**config.mk**
```make
export PLATFORM = sky130hd
export DESIGN_NAME = fp_format_classifier
export DESIGN_NICKNAME = d
export VERILOG_FILES = /design/src/fp_class_pkg.sv /design/src/fp_field_classify.sv /design/src/dp_pair_writer.sv /design/src/fp_format_classifier.sv
export SDC_FILE = /design/constraint.sdc
export NUM_CORES = 1
export LEC_CHECK = 0
export ABC_CLOCK_PERIOD_IN_PS = 2300
export BUFFER_PORTS_ARGS = -buffer_cell sky130_fd_sc_hd__buf_2
export CAP_MARGIN = 25
export CORE_AREA = 2 2 140 142
export DETAILED_ROUTE_END_ITERATION = 10
export DIE_AREA = 0 0 142 144
export GPL_TIMING_DRIVEN = 0
export PLACE_DENSITY = 0.77
export REMOVE_ABC_BUFFERS = 1
export SYNTH_ARGS = -nofsm -noshare
export SYNTH_HDL_FRONTEND = slang
export SYNTH_HIERARCHICAL = 1
export SYNTH_SLANG_ARGS = --single-unit
```
**constraint.sdc**
```tcl
create_clock -name clk_sys -period 2.3 [get_ports clk_sys]
set_input_delay 0.23 -clock clk_sys [delete_from_list [all_inputs] [get_ports clk_sys]]
set_output_delay 0.23 -clock clk_sys [all_outputs]
set_load 0.005 [all_outputs]
```
**src/fp_class_pkg.sv**
```systemverilog
// What this block does
// - Q15 is 16-bit signed, sign bit 15
// - Qm.n storage width is m+n+1, sign top
// - Single word: sign, 8-bit exponent, 23-bit fraction
// - Double word: sign, 11-bit exponent, 52-bit fraction
// - Sign zero positive, sign one negative
// - Double in even/odd pair, high in odd
// - Low half written one cycle before high
// - Dependent low-first reader may issue with high write
// - Single normal 0<e<255; e=0, f nonzero subnormal
// - Double normal 0<e<2047; e=0, f nonzero subnormal
// - Single zero, infinity, quiet/signalling NaN by fraction top
// - Double uses same classes with exponent 2047
// - Default NaN: sign clear, all fraction ones
// - Single reference encodings one, extremes, smallest subnormal
// - Double reference encodings one, extremes, smallest subnormal
package fp_class_pkg;

  localparam int Q15_W = 16;
  localparam int Q15_SIGN = 15;
  localparam int SP_W = 32;
  localparam int SP_EXP_W = 8;
  localparam int SP_FRAC_W = 23;
  localparam int DP_W = 64;
  localparam int DP_EXP_W = 11;
  localparam int DP_FRAC_W = 52;
  localparam int HALF_W = 32;
  localparam int REG_IDX_W = 5;

  // Field slots are sized for double; single fields sit in the low bits
  localparam int EXP_W = DP_EXP_W;
  localparam int FRAC_W = DP_FRAC_W;

  localparam logic [SP_W-1:0] SP_DEFAULT_QUIET_PATTERN = 32'h7fffffff;
  localparam logic [SP_W-1:0] SP_ONE = 32'h3f800000;
  localparam logic [SP_W-1:0] SP_LARGEST_NORMAL = 32'h7f7fffff;
  localparam logic [SP_W-1:0] SP_SMALLEST_NORMAL = 32'h00800000;
  localparam logic [SP_W-1:0] SP_LARGEST_SUBNORMAL = 32'h007fffff;
  localparam logic [SP_W-1:0] SP_SMALLEST_SUBNORMAL = 32'h00000001;
  localparam logic [DP_W-1:0] DP_DEFAULT_QUIET_PATTERN =
    64'h7fffffffffffffff;
  localparam logic [DP_W-1:0] DP_ONE = 64'h3ff0000000000000;
  localparam logic [DP_W-1:0] DP_LARGEST_NORMAL = 64'h7fefffffffffffff;
  localparam logic [DP_W-1:0] DP_SMALLEST_NORMAL = 64'h0010000000000000;
  localparam logic [DP_W-1:0] DP_LARGEST_SUBNORMAL = 64'h000fffffffffffff;
  localparam logic [DP_W-1:0] DP_SMALLEST_SUBNORMAL = 64'h0000000000000001;

  typedef enum logic [1:0] {
    FMT_Q15,
    FMT_SINGLE,
    FMT_DOUBLE,
    FMT_QMN
  } fmt_t;

  typedef enum logic [2:0] {
    REF_DEFAULT_QUIET_PATTERN,
    REF_ONE,
    REF_LARGEST_NORMAL,
    REF_SMALLEST_NORMAL,
    REF_LARGEST_SUBNORMAL,
    REF_SMALLEST_SUBNORMAL
  } ref_sel_t;

  // One-hot class, bit order fixed for the whole block
  typedef struct packed {
    logic signalling_nan;
    logic quiet_nan;
    logic infinity;
    logic normal;
    logic subnormal;
    logic zero;
  } class_t;

  typedef struct packed {
    logic sign;
    logic [EXP_W-1:0] exponent;
    logic [FRAC_W-1:0] fraction;
  } fields_t;

  typedef struct packed {
    logic valid;
    logic [REG_IDX_W-1:0] idx;
    logic [HALF_W-1:0] data;
  } rf_write_t;

endpackage

```
**src/fp_field_classify.sv**
```systemverilog
`timescale 1ns/1ps
// Combinational classifier for one IEEE width
module fp_field_classify
  import fp_class_pkg::*;
#(
  parameter int EW = 8,
  parameter int FW = 23
) (
  // Operand
  input wire logic [EW+FW:0] word,
  // Result
  output class_t cls,
  output fields_t fields
);

  wire logic sign = word[EW+FW];
  wire logic [EW-1:0] exp_f = word[EW+FW-1:FW];
  wire logic [FW-1:0] frac_f = word[FW-1:0];
  wire logic exp_zero = (exp_f == '0);
  wire logic exp_ones = (exp_f == '1);
  wire logic frac_zero = (frac_f == '0);
  wire logic frac_top = frac_f[FW-1];

  assign cls.zero = exp_zero && frac_zero;
  assign cls.subnormal = exp_zero && !frac_zero;
  assign cls.normal = !exp_zero && !exp_ones;
  assign cls.infinity = exp_ones && frac_zero;
  assign cls.quiet_nan = exp_ones && frac_top;
  assign cls.signalling_nan = exp_ones && !frac_top && !frac_zero;

  assign fields.sign = sign;
  assign fields.exponent = EXP_W'(exp_f);
  assign fields.fraction = FRAC_W'(frac_f);

endmodule

```
**src/dp_pair_writer.sv**
```systemverilog
`timescale 1ns/1ps
// Splits a double result into two register-file writes, low half first
module dp_pair_writer
  import fp_class_pkg::*;
(
  // Clock and reset
  input wire logic clk_sys,
  input wire logic reset_n,
  // Producer
  input wire logic res_valid,
  input wire logic [REG_IDX_W-1:0] res_pair,
  input wire logic [DP_W-1:0] res_data,
  // Register file write port
  output rf_write_t rf_wr,
  output logic high_phase
);

  logic pend_q;
  logic pend_d;
  logic [REG_IDX_W-1:0] idx_q;
  logic [REG_IDX_W-1:0] idx_d;
  logic [HALF_W-1:0] hi_q;
  logic [HALF_W-1:0] hi_d;
  rf_write_t wr_q;
  rf_write_t wr_d;

  // Even register is the pair base with bit 0 forced clear
  wire logic [REG_IDX_W-1:0] even_idx = {res_pair[REG_IDX_W-1:1], 1'b0};
  wire logic [REG_IDX_W-1:0] odd_idx = {idx_q[REG_IDX_W-1:1], 1'b1};
  // A result arriving in the cycle after a take is dropped, not queued;
  // the producer must space results two cycles apart
  wire logic take = res_valid && !pend_q;

  assign pend_d = take;
  assign idx_d = take ? even_idx : idx_q;
  assign hi_d = take ? res_data[DP_W-1:HALF_W] : hi_q;
  assign wr_d.valid = take || pend_q;
  assign wr_d.idx = pend_q ? odd_idx : even_idx;
  assign wr_d.data = pend_q ? hi_q : res_data[HALF_W-1:0];

  always_ff @(posedge clk_sys) begin
    if (!reset_n) begin
      pend_q <= 1'b0;
      idx_q <= '0;
      hi_q <= '0;
      wr_q <= '0;
    end else begin
      pend_q <= pend_d;
      idx_q <= idx_d;
      hi_q <= hi_d;
      wr_q <= wr_d;
    end
  end

  assign rf_wr = wr_q;
  // A low-first reader of this pair may issue while this is high
  assign high_phase = wr_q.valid && wr_q.idx[0];

endmodule

```
**src/fp_format_classifier.sv**
```systemverilog
`timescale 1ns/1ps
module fp_format_classifier
  import fp_class_pkg::*;
#(
  parameter int QM_INT = 0,
  parameter int QM_FRAC = 15
) (
  // Clock and reset
  input wire logic clk_sys,
  input wire logic reset_n,
  // Operand capture
  input wire logic op_valid,
  input wire fmt_t op_fmt,
  input wire logic [DP_W-1:0] op_word,
  // Classification result
  output logic res_valid,
  output class_t res_class,
  output fields_t res_fields,
  output logic res_negative,
  output logic [Q15_W-2:0] q15_fraction,
  // Reference encodings
  input wire ref_sel_t ref_sel,
  output logic [SP_W-1:0] ref_single,
  output logic [DP_W-1:0] ref_double,
  // Double result write to register file
  input wire logic dp_res_valid,
  input wire logic [REG_IDX_W-1:0] dp_res_pair,
  input wire logic [DP_W-1:0] dp_res_data,
  output rf_write_t rf_wr,
  output logic rf_high_phase
);

  //////////////////////////////////////////////////////////////////////
  // Field split for each format

  localparam int QM_W = QM_INT + QM_FRAC + 1;

  class_t sp_cls;
  class_t dp_cls;
  fields_t sp_fields;
  fields_t dp_fields;

  fp_field_classify #(.EW(SP_EXP_W), .FW(SP_FRAC_W)) u_sp (
    .word(op_word[SP_W-1:0]),
    .cls(sp_cls),
    .fields(sp_fields)
  );

  fp_field_classify #(.EW(DP_EXP_W), .FW(DP_FRAC_W)) u_dp (
    .word(op_word),
    .cls(dp_cls),
    .fields(dp_fields)
  );

  // Fixed-point words have no exponent; class reports zero or normal
  wire logic q15_sign = op_word[Q15_SIGN];
  wire logic [Q15_W-2:0] q15_frac = op_word[Q15_SIGN-1:0];
  wire logic qm_sign = op_word[QM_W-1];
  wire logic [QM_W-2:0] qm_mag = op_word[QM_W-2:0];

  wire logic q15_zero = (op_word[Q15_W-1:0] == '0);
  wire logic qm_zero = (op_word[QM_W-1:0] == '0);

  class_t fx_cls;
  fields_t fx_fields;
  wire logic fx_zero = (op_fmt == FMT_Q15) ? q15_zero : qm_zero;
  wire logic fx_sign = (op_fmt == FMT_Q15) ? q15_sign : qm_sign;

  assign fx_cls = '{signalling_nan: 1'b0, quiet_nan: 1'b0,
                    infinity: 1'b0, normal: !fx_zero, subnormal: 1'b0,
                    zero: fx_zero};
  assign fx_fields.sign = fx_sign;
  assign fx_fields.exponent = '0;
  assign fx_fields.fraction = (op_fmt == FMT_Q15) ?
    FRAC_W'(q15_frac) : FRAC_W'(qm_mag);

  //////////////////////////////////////////////////////////////////////
  // Format select and result register

  class_t cls_d;
  fields_t fields_d;

  assign cls_d = (op_fmt == FMT_SINGLE) ? sp_cls :
                 (op_fmt == FMT_DOUBLE) ? dp_cls : fx_cls;
  assign fields_d = (op_fmt == FMT_SINGLE) ? sp_fields :
                    (op_fmt == FMT_DOUBLE) ? dp_fields : fx_fields;

  logic valid_q;
  class_t cls_q;
  fields_t fields_q;
  logic [Q15_W-2:0] q15_q;

  // Result holds its last value between captures
  always_ff @(posedge clk_sys) begin
    if (!reset_n) begin
      valid_q <= 1'b0;
      cls_q <= '0;
      fields_q <= '0;
      q15_q <= '0;
    end else begin
      valid_q <= op_valid;
      if (op_valid) begin
        cls_q <= cls_d;
        fields_q <= fields_d;
        q15_q <= q15_frac;
      end
    end
  end

  assign res_valid = valid_q;
  assign res_class = cls_q;
  assign res_fields = fields_q;
  assign res_negative = fields_q.sign;
  assign q15_fraction = q15_q;

  //////////////////////////////////////////////////////////////////////
  // Reference encodings, registered

  logic [SP_W-1:0] ref_sp_d;
  logic [DP_W-1:0] ref_dp_d;
  logic [SP_W-1:0] ref_sp_q;
  logic [DP_W-1:0] ref_dp_q;

  always_comb begin
    case (ref_sel)
      REF_DEFAULT_QUIET_PATTERN: begin
        ref_sp_d = SP_DEFAULT_QUIET_PATTERN;
        ref_dp_d = DP_DEFAULT_QUIET_PATTERN;
      end
      REF_ONE: begin
        ref_sp_d = SP_ONE;
        ref_dp_d = DP_ONE;
      end
      REF_LARGEST_NORMAL: begin
        ref_sp_d = SP_LARGEST_NORMAL;
        ref_dp_d = DP_LARGEST_NORMAL;
      end
      REF_SMALLEST_NORMAL: begin
        ref_sp_d = SP_SMALLEST_NORMAL;
        ref_dp_d = DP_SMALLEST_NORMAL;
      end
      REF_LARGEST_SUBNORMAL: begin
        ref_sp_d = SP_LARGEST_SUBNORMAL;
        ref_dp_d = DP_LARGEST_SUBNORMAL;
      end
      REF_SMALLEST_SUBNORMAL: begin
        ref_sp_d = SP_SMALLEST_SUBNORMAL;
        ref_dp_d = DP_SMALLEST_SUBNORMAL;
      end
      default: begin
        ref_sp_d = SP_DEFAULT_QUIET_PATTERN;
        ref_dp_d = DP_DEFAULT_QUIET_PATTERN;
      end
    endcase
  end

  always_ff @(posedge clk_sys) begin
    if (!reset_n) begin
      ref_sp_q <= '0;
      ref_dp_q <= '0;
    end else begin
      ref_sp_q <= ref_sp_d;
      ref_dp_q <= ref_dp_d;
    end
  end

  assign ref_single = ref_sp_q;
  assign ref_double = ref_dp_q;

  //////////////////////////////////////////////////////////////////////
  // Double result write ordering

  dp_pair_writer u_wr (
    .clk_sys(clk_sys),
    .reset_n(reset_n),
    .res_valid(dp_res_valid),
    .res_pair(dp_res_pair),
    .res_data(dp_res_data),
    .rf_wr(rf_wr),
    .high_phase(rf_high_phase)
  );

endmodule

```
# Word-level counts from Yosys, hierarchy flattened
# Cells that the tools add are included.
# totals
register_bits	257
out_inout_bits	222
wordCells	68
# classes
n_eq_ne	9
muxes	8
reduce_logical	32
# op_table
op	count
$pmux 63 s5	1
$pmux 31 s5	1
$mux 64	2
$logic_not 52->1	1
$mux 32	1
$logic_not 23->1	1
$logic_and 1x1->1	16
$logic_not 16->1	1
$mux 6	2
$eq 11x11->1 const B	1
$logic_not 11->1	1
$logic_not 1->1	10
$eq 8x8->1 const B	1
$logic_not 8->1	1
$eq 3x2->1 const B	2
$eq 3x3->1 const B	2
$mux 5	1
$eq 3x1->1 const B	1
$eq 2x1->1 const B	1
$eq 2x2->1 const B	1
$logic_or 1x1->1	1

# Longest topological paths before layout
# depth
ltp_word	5
mapped_depth	7

# By module
# Netlist, hierarchy kept.
# by_module_without_submodules
module	instances	cells_each	area_per_inst_um2	seq_area_each_um2
fp_format_classifier	1	507	4446.8	1821.7
dp_pair_writer	1	280	2887.8	1501.4
fp_field_classify (u_dp)	1	96	700.7	0.0
fp_field_classify (u_sp)	1	85	623.1	0.0

# Worst setup path before layout
# OpenSTA, ideal clock, no wires.
# synth_path
path_type	reg-to-output
from	register ref_double[51] (netlist name)
to	output ref_double[10]
arrival_time_ps	1749
t_required_ps	2070
path_slack_ps	321
path_stages_with_launch	2
n_path_buf	1
cell_sequence	dfxtp_1 > buf_4
# synth_rtl
item	line_no	rtl
to (decl)	fp_format_classifier.sv:24	output logic [DP_W-1:0] ref_double,

==> out/results.txt <==
Measured against its own limit, the worst slew margin works out to 37.90%. The number of instances in the placed design came out at 1323. The run gives 0 as the max-slew violation count. The worst IR drop on VDD is 457.3 uV, and the total of buffers placed on input and output ports is 360. Root cell of the clock tree: sky130_fd_sc_hd__clkbuf_16. The required time of the critical path is 2070 ps, and the row count is 51.

The total vias in the final route came out at 6782. The run gives 0.01908 sq mm as the core region area. The number of different library cells in the post-synthesis netlist is 38, and the post-detailed-placement half-perimeter wirelength is 15170 um. After global routing the overflow that remains totals 0.

Average routed wire per standard cell: 15.54 um. The worst-path maximum fanout came out at 38. After detailed routing, the number of vias per cell comes to 5.001.

For the maximum count of clock buffers along a single path, the log shows 2. The sequential share of power came out at 43.8%. The critical path contains buffers and inverters numbering 2 combined. The run gives 6 as the count of synthesis-stage warnings from yosys.

The power density normalized to cell area is 742.1 mW/mm^2. Buffers inserted during clock tree synthesis total 17. The first routing iteration left 395 violations. Number of search-and-repair iterations in the first detailed-routing pass: 6. The placer congestion estimate came out at 0.8233.

The gate family responsible for the most delay along the worst path was flip-flops. The wire length of the first global-routing pass is 31970 um, and the count of unresolved DRC violations after routing is 0. For this run, asynchronously set or reset flops after synthesis account for 0%. At the pin with the least slew margin, the transition time is 929.5 ps.

After the last flow step, the layout net total stands at 1247. The most used flip-flop cell after synthesis is sky130_fd_sc_hd__dfxtp_1. Classification of the worst-slack hold path: in -> reg. STA classifies the critical path endpoint as a primary output. Clock skew on the completed layout was measured at 4.177 ps. The tools report the source-to-sink clock delay at the later pin of the worst-skew pair as 410 ps.

In this run the remaining antenna-violating nets after routing total 0. Internal power comes to 5.311 mW. The run gives 4.594 nW as the leakage power. Traced cell by cell, the critical path runs through buf_16, buf_2. The share of the Yosys chip area taken by registers is 38.38%. Cells fill 51.07% of the core in the end.

The overall die area is 0.02045 sq mm. The slowest stage of the critical path is the sky130_fd_sc_hd__dfxtp_1 cell. Once the floorplan was initialized, standard cells occupied 45.38% of the core. The flow ran to the end, and the final reports show no timing, DRC or antenna violations. For the number of antenna violations at the first check in global routing, the log shows 1.

TritonCTS built the clock tree. Setup repair after global routing left no endpoint under its margin. The share of cells above drive strength 1 is 37.12%. In this run the power spent charging and discharging nets is 1.920 mW. The gate count of the mapped netlist was 968. Total power: 7.232 mW. The library cell used most frequently in the layout, excluding fill and tap cells, is sky130_fd_sc_hd__buf_2. The maximum single-stage delay on the critical path is 930 ps, and the share of power burned in combinational logic is 14.8%. For the count of endpoints failing hold in the final timing report, the log shows 0. The setup path with the least slack is of type reg -> out.

Across every metal layer, demand over resource in global routing totals 19.73%. The number of global-route vias before repair came out at 6132. The die span in y was 144 um. Compared with the post-synthesis result, the final layout area differs by 12.54%.

The number of H-tree levels is 4, and the fmax is 0.5130 GHz. Setup violations remaining at the end of the flow were counted as 0. The logs give 166 for the count of clock tree sinks and 1720 ps for the data arrival time at the worst-slack endpoint. The final standard cell count with taps included and fillers excluded was 1356; the accumulated negative setup slack was 0 ps.

Per report_power, the clock group accounts for 41.4% of the total. The final routed wirelength across all metal layers was 21080 um; the final period utilization was 84.75%. The overall die width is 142 um, and the count of cells resized by post-cts repair is 0. The repair_antennas step left the layout with diodes totalling 0. In the layout the commonest cells are 358 x sky130_fd_sc_hd__buf_2, 165 x sky130_fd_sc_hd__dfxtp_1, 91 x sky130_fd_sc_hd__nand2_1. Across the run, the number of max-cap violations was 0. Counting flops and latches in the post-synthesis netlist gives 166. For the maximum number of pins on one net before global-route repair, the log shows 93.

The synthesized area per cell is 8.945 sq um, and the clock transition time at the flip-flop clock pins of the worst setup and hold paths is 70 ps. Counting flops with a built-in enable in the synthesized netlist gives 0. The I/O pin count is 364. STA classifies the critical path startpoint as a register.

Subtracting the final worst setup slack from the clock period gives 1949 ps. The switching share of power came out at 26.56%. Mapped cell area: 0.008658 sq mm.
## metal layers
layer,global-route usage (%),part of all wire [%],up-vias
met5,0,0.19,-
met4,6.526,1.7,2
met3,5.861,7.9,28
met2,32.39,46,283
met1,24.90,44,3089
li1,-,-,3380
## flip-flops by register name (all words and copies together), names as in the netlist, 4 cells and up
register and count:
u_wr/hi_q 32, ref_double 5, u_wr/rf_wr 38, res_class 6
q15_fraction 15, res_fields 63, u_wr/idx_q 4
## synth_stat cells, types with 3 or more instances
library cell | instances | area, sq um
sky130_fd_sc_hd__dfxtp_1 | 166 | 3323
sky130_fd_sc_hd__nand4_1 | 6 | 37.54
sky130_fd_sc_hd__buf_4 | 224 | 1682
sky130_fd_sc_hd__o21ai_0 | 19 | 95.09
sky130_fd_sc_hd__mux2i_1 | 89 | 890.9
sky130_fd_sc_hd__and2_1 | 7 | 43.79
sky130_fd_sc_hd__a21oi_1 | 4 | 20.02
sky130_fd_sc_hd__nand2_1 | 91 | 341.6
sky130_fd_sc_hd__a22oi_1 | 68 | 510.5
sky130_fd_sc_hd__a211oi_1 | 52 | 390.4
sky130_fd_sc_hd__inv_1 | 8 | 30.03
sky130_fd_sc_hd__clkbuf_1 | 29 | 108.9
sky130_fd_sc_hd__or4_1 | 3 | 22.52
sky130_fd_sc_hd__a31oi_1 | 18 | 112.6
sky130_fd_sc_hd__or4_4 | 3 | 33.78
sky130_fd_sc_hd__nor4_1 | 19 | 118.9
sky130_fd_sc_hd__buf_2 | 24 | 120.1
sky130_fd_sc_hd__nor2_1 | 69 | 259.0
sky130_fd_sc_hd__buf_6 | 6 | 67.56
sky130_fd_sc_hd__nor2b_1 | 40 | 250.2
## logic make-up after synthesis
family / after synthesis / synth area share [%]
mux: 90 / 10.42
simple gates: 252 / 14.21
flops: 166 / 38.38
compound gates: 166 / 13.61
other cells: 2 / 0.08674
xor+xnor: 1 / 0.1012
buf+inv: 291 / 23.19
## per-stage QoR
step | hold slack [ps] | setup slack [ps] | cell area (sq um)
after floorplan | 321.9 | -1530 | 6800
after global placement | 435.6 | -3078 | 8900
after detailed placement | 444.6 | 81.83 | 9119
after CTS | 14.46 | 319.3 | 9744
after global routing | 17.66 | 99.99 | 9744
final | 34.50 | 350.7 | 9744
## final cells by class
| class | instances | area (sq um) |
|---|---|---|
| well taps | 238 | 297.8 |
| fillers | 1751 | 9335 |
| repair buffers | 369 | 1999 |
| clock buffers | 18 | 429.2 |
| flip-flops and latches | 166 | 3324 |
| multi-input cells | 543 | 3477 |
| clock inverters | 14 | 186.4 |
| inverters | 8 | 30.03 |
## repair_timing
item                       4_1_cts  5_1_grt
buffers inserted                 0        0
setup endpoints to repair        0        0
hold buffers                     1        0
hold endpoints to repair         1        0
## power by group through the flow
stage,combinational (mW),clock (mW),sequential [mW]
after global placement,1.03,0,3.24
after detailed placement,1.07,0,3.23
after floorplan,0.396,0,3.28
final,1.07,3.00,3.17
after global routing,1.20,3.20,3.19
after CTS,1.08,3.08,3.16
## worst paths after layout
check | startpoint | to | depth (start not counted) | slack [ps]
min reg2reg | u_wr/hi_q[0] | u_wr/hi_q[0] | 2 | 460
min | dp_res_valid | u_wr/rf_wr[37] | 2 | 30
max | ref_double[51] | ref_single[1] | 2 | 350
max reg2reg | u_wr/pend_q | u_wr/hi_q[24] | 4 | 390
(Power assumes the default switching activity.)
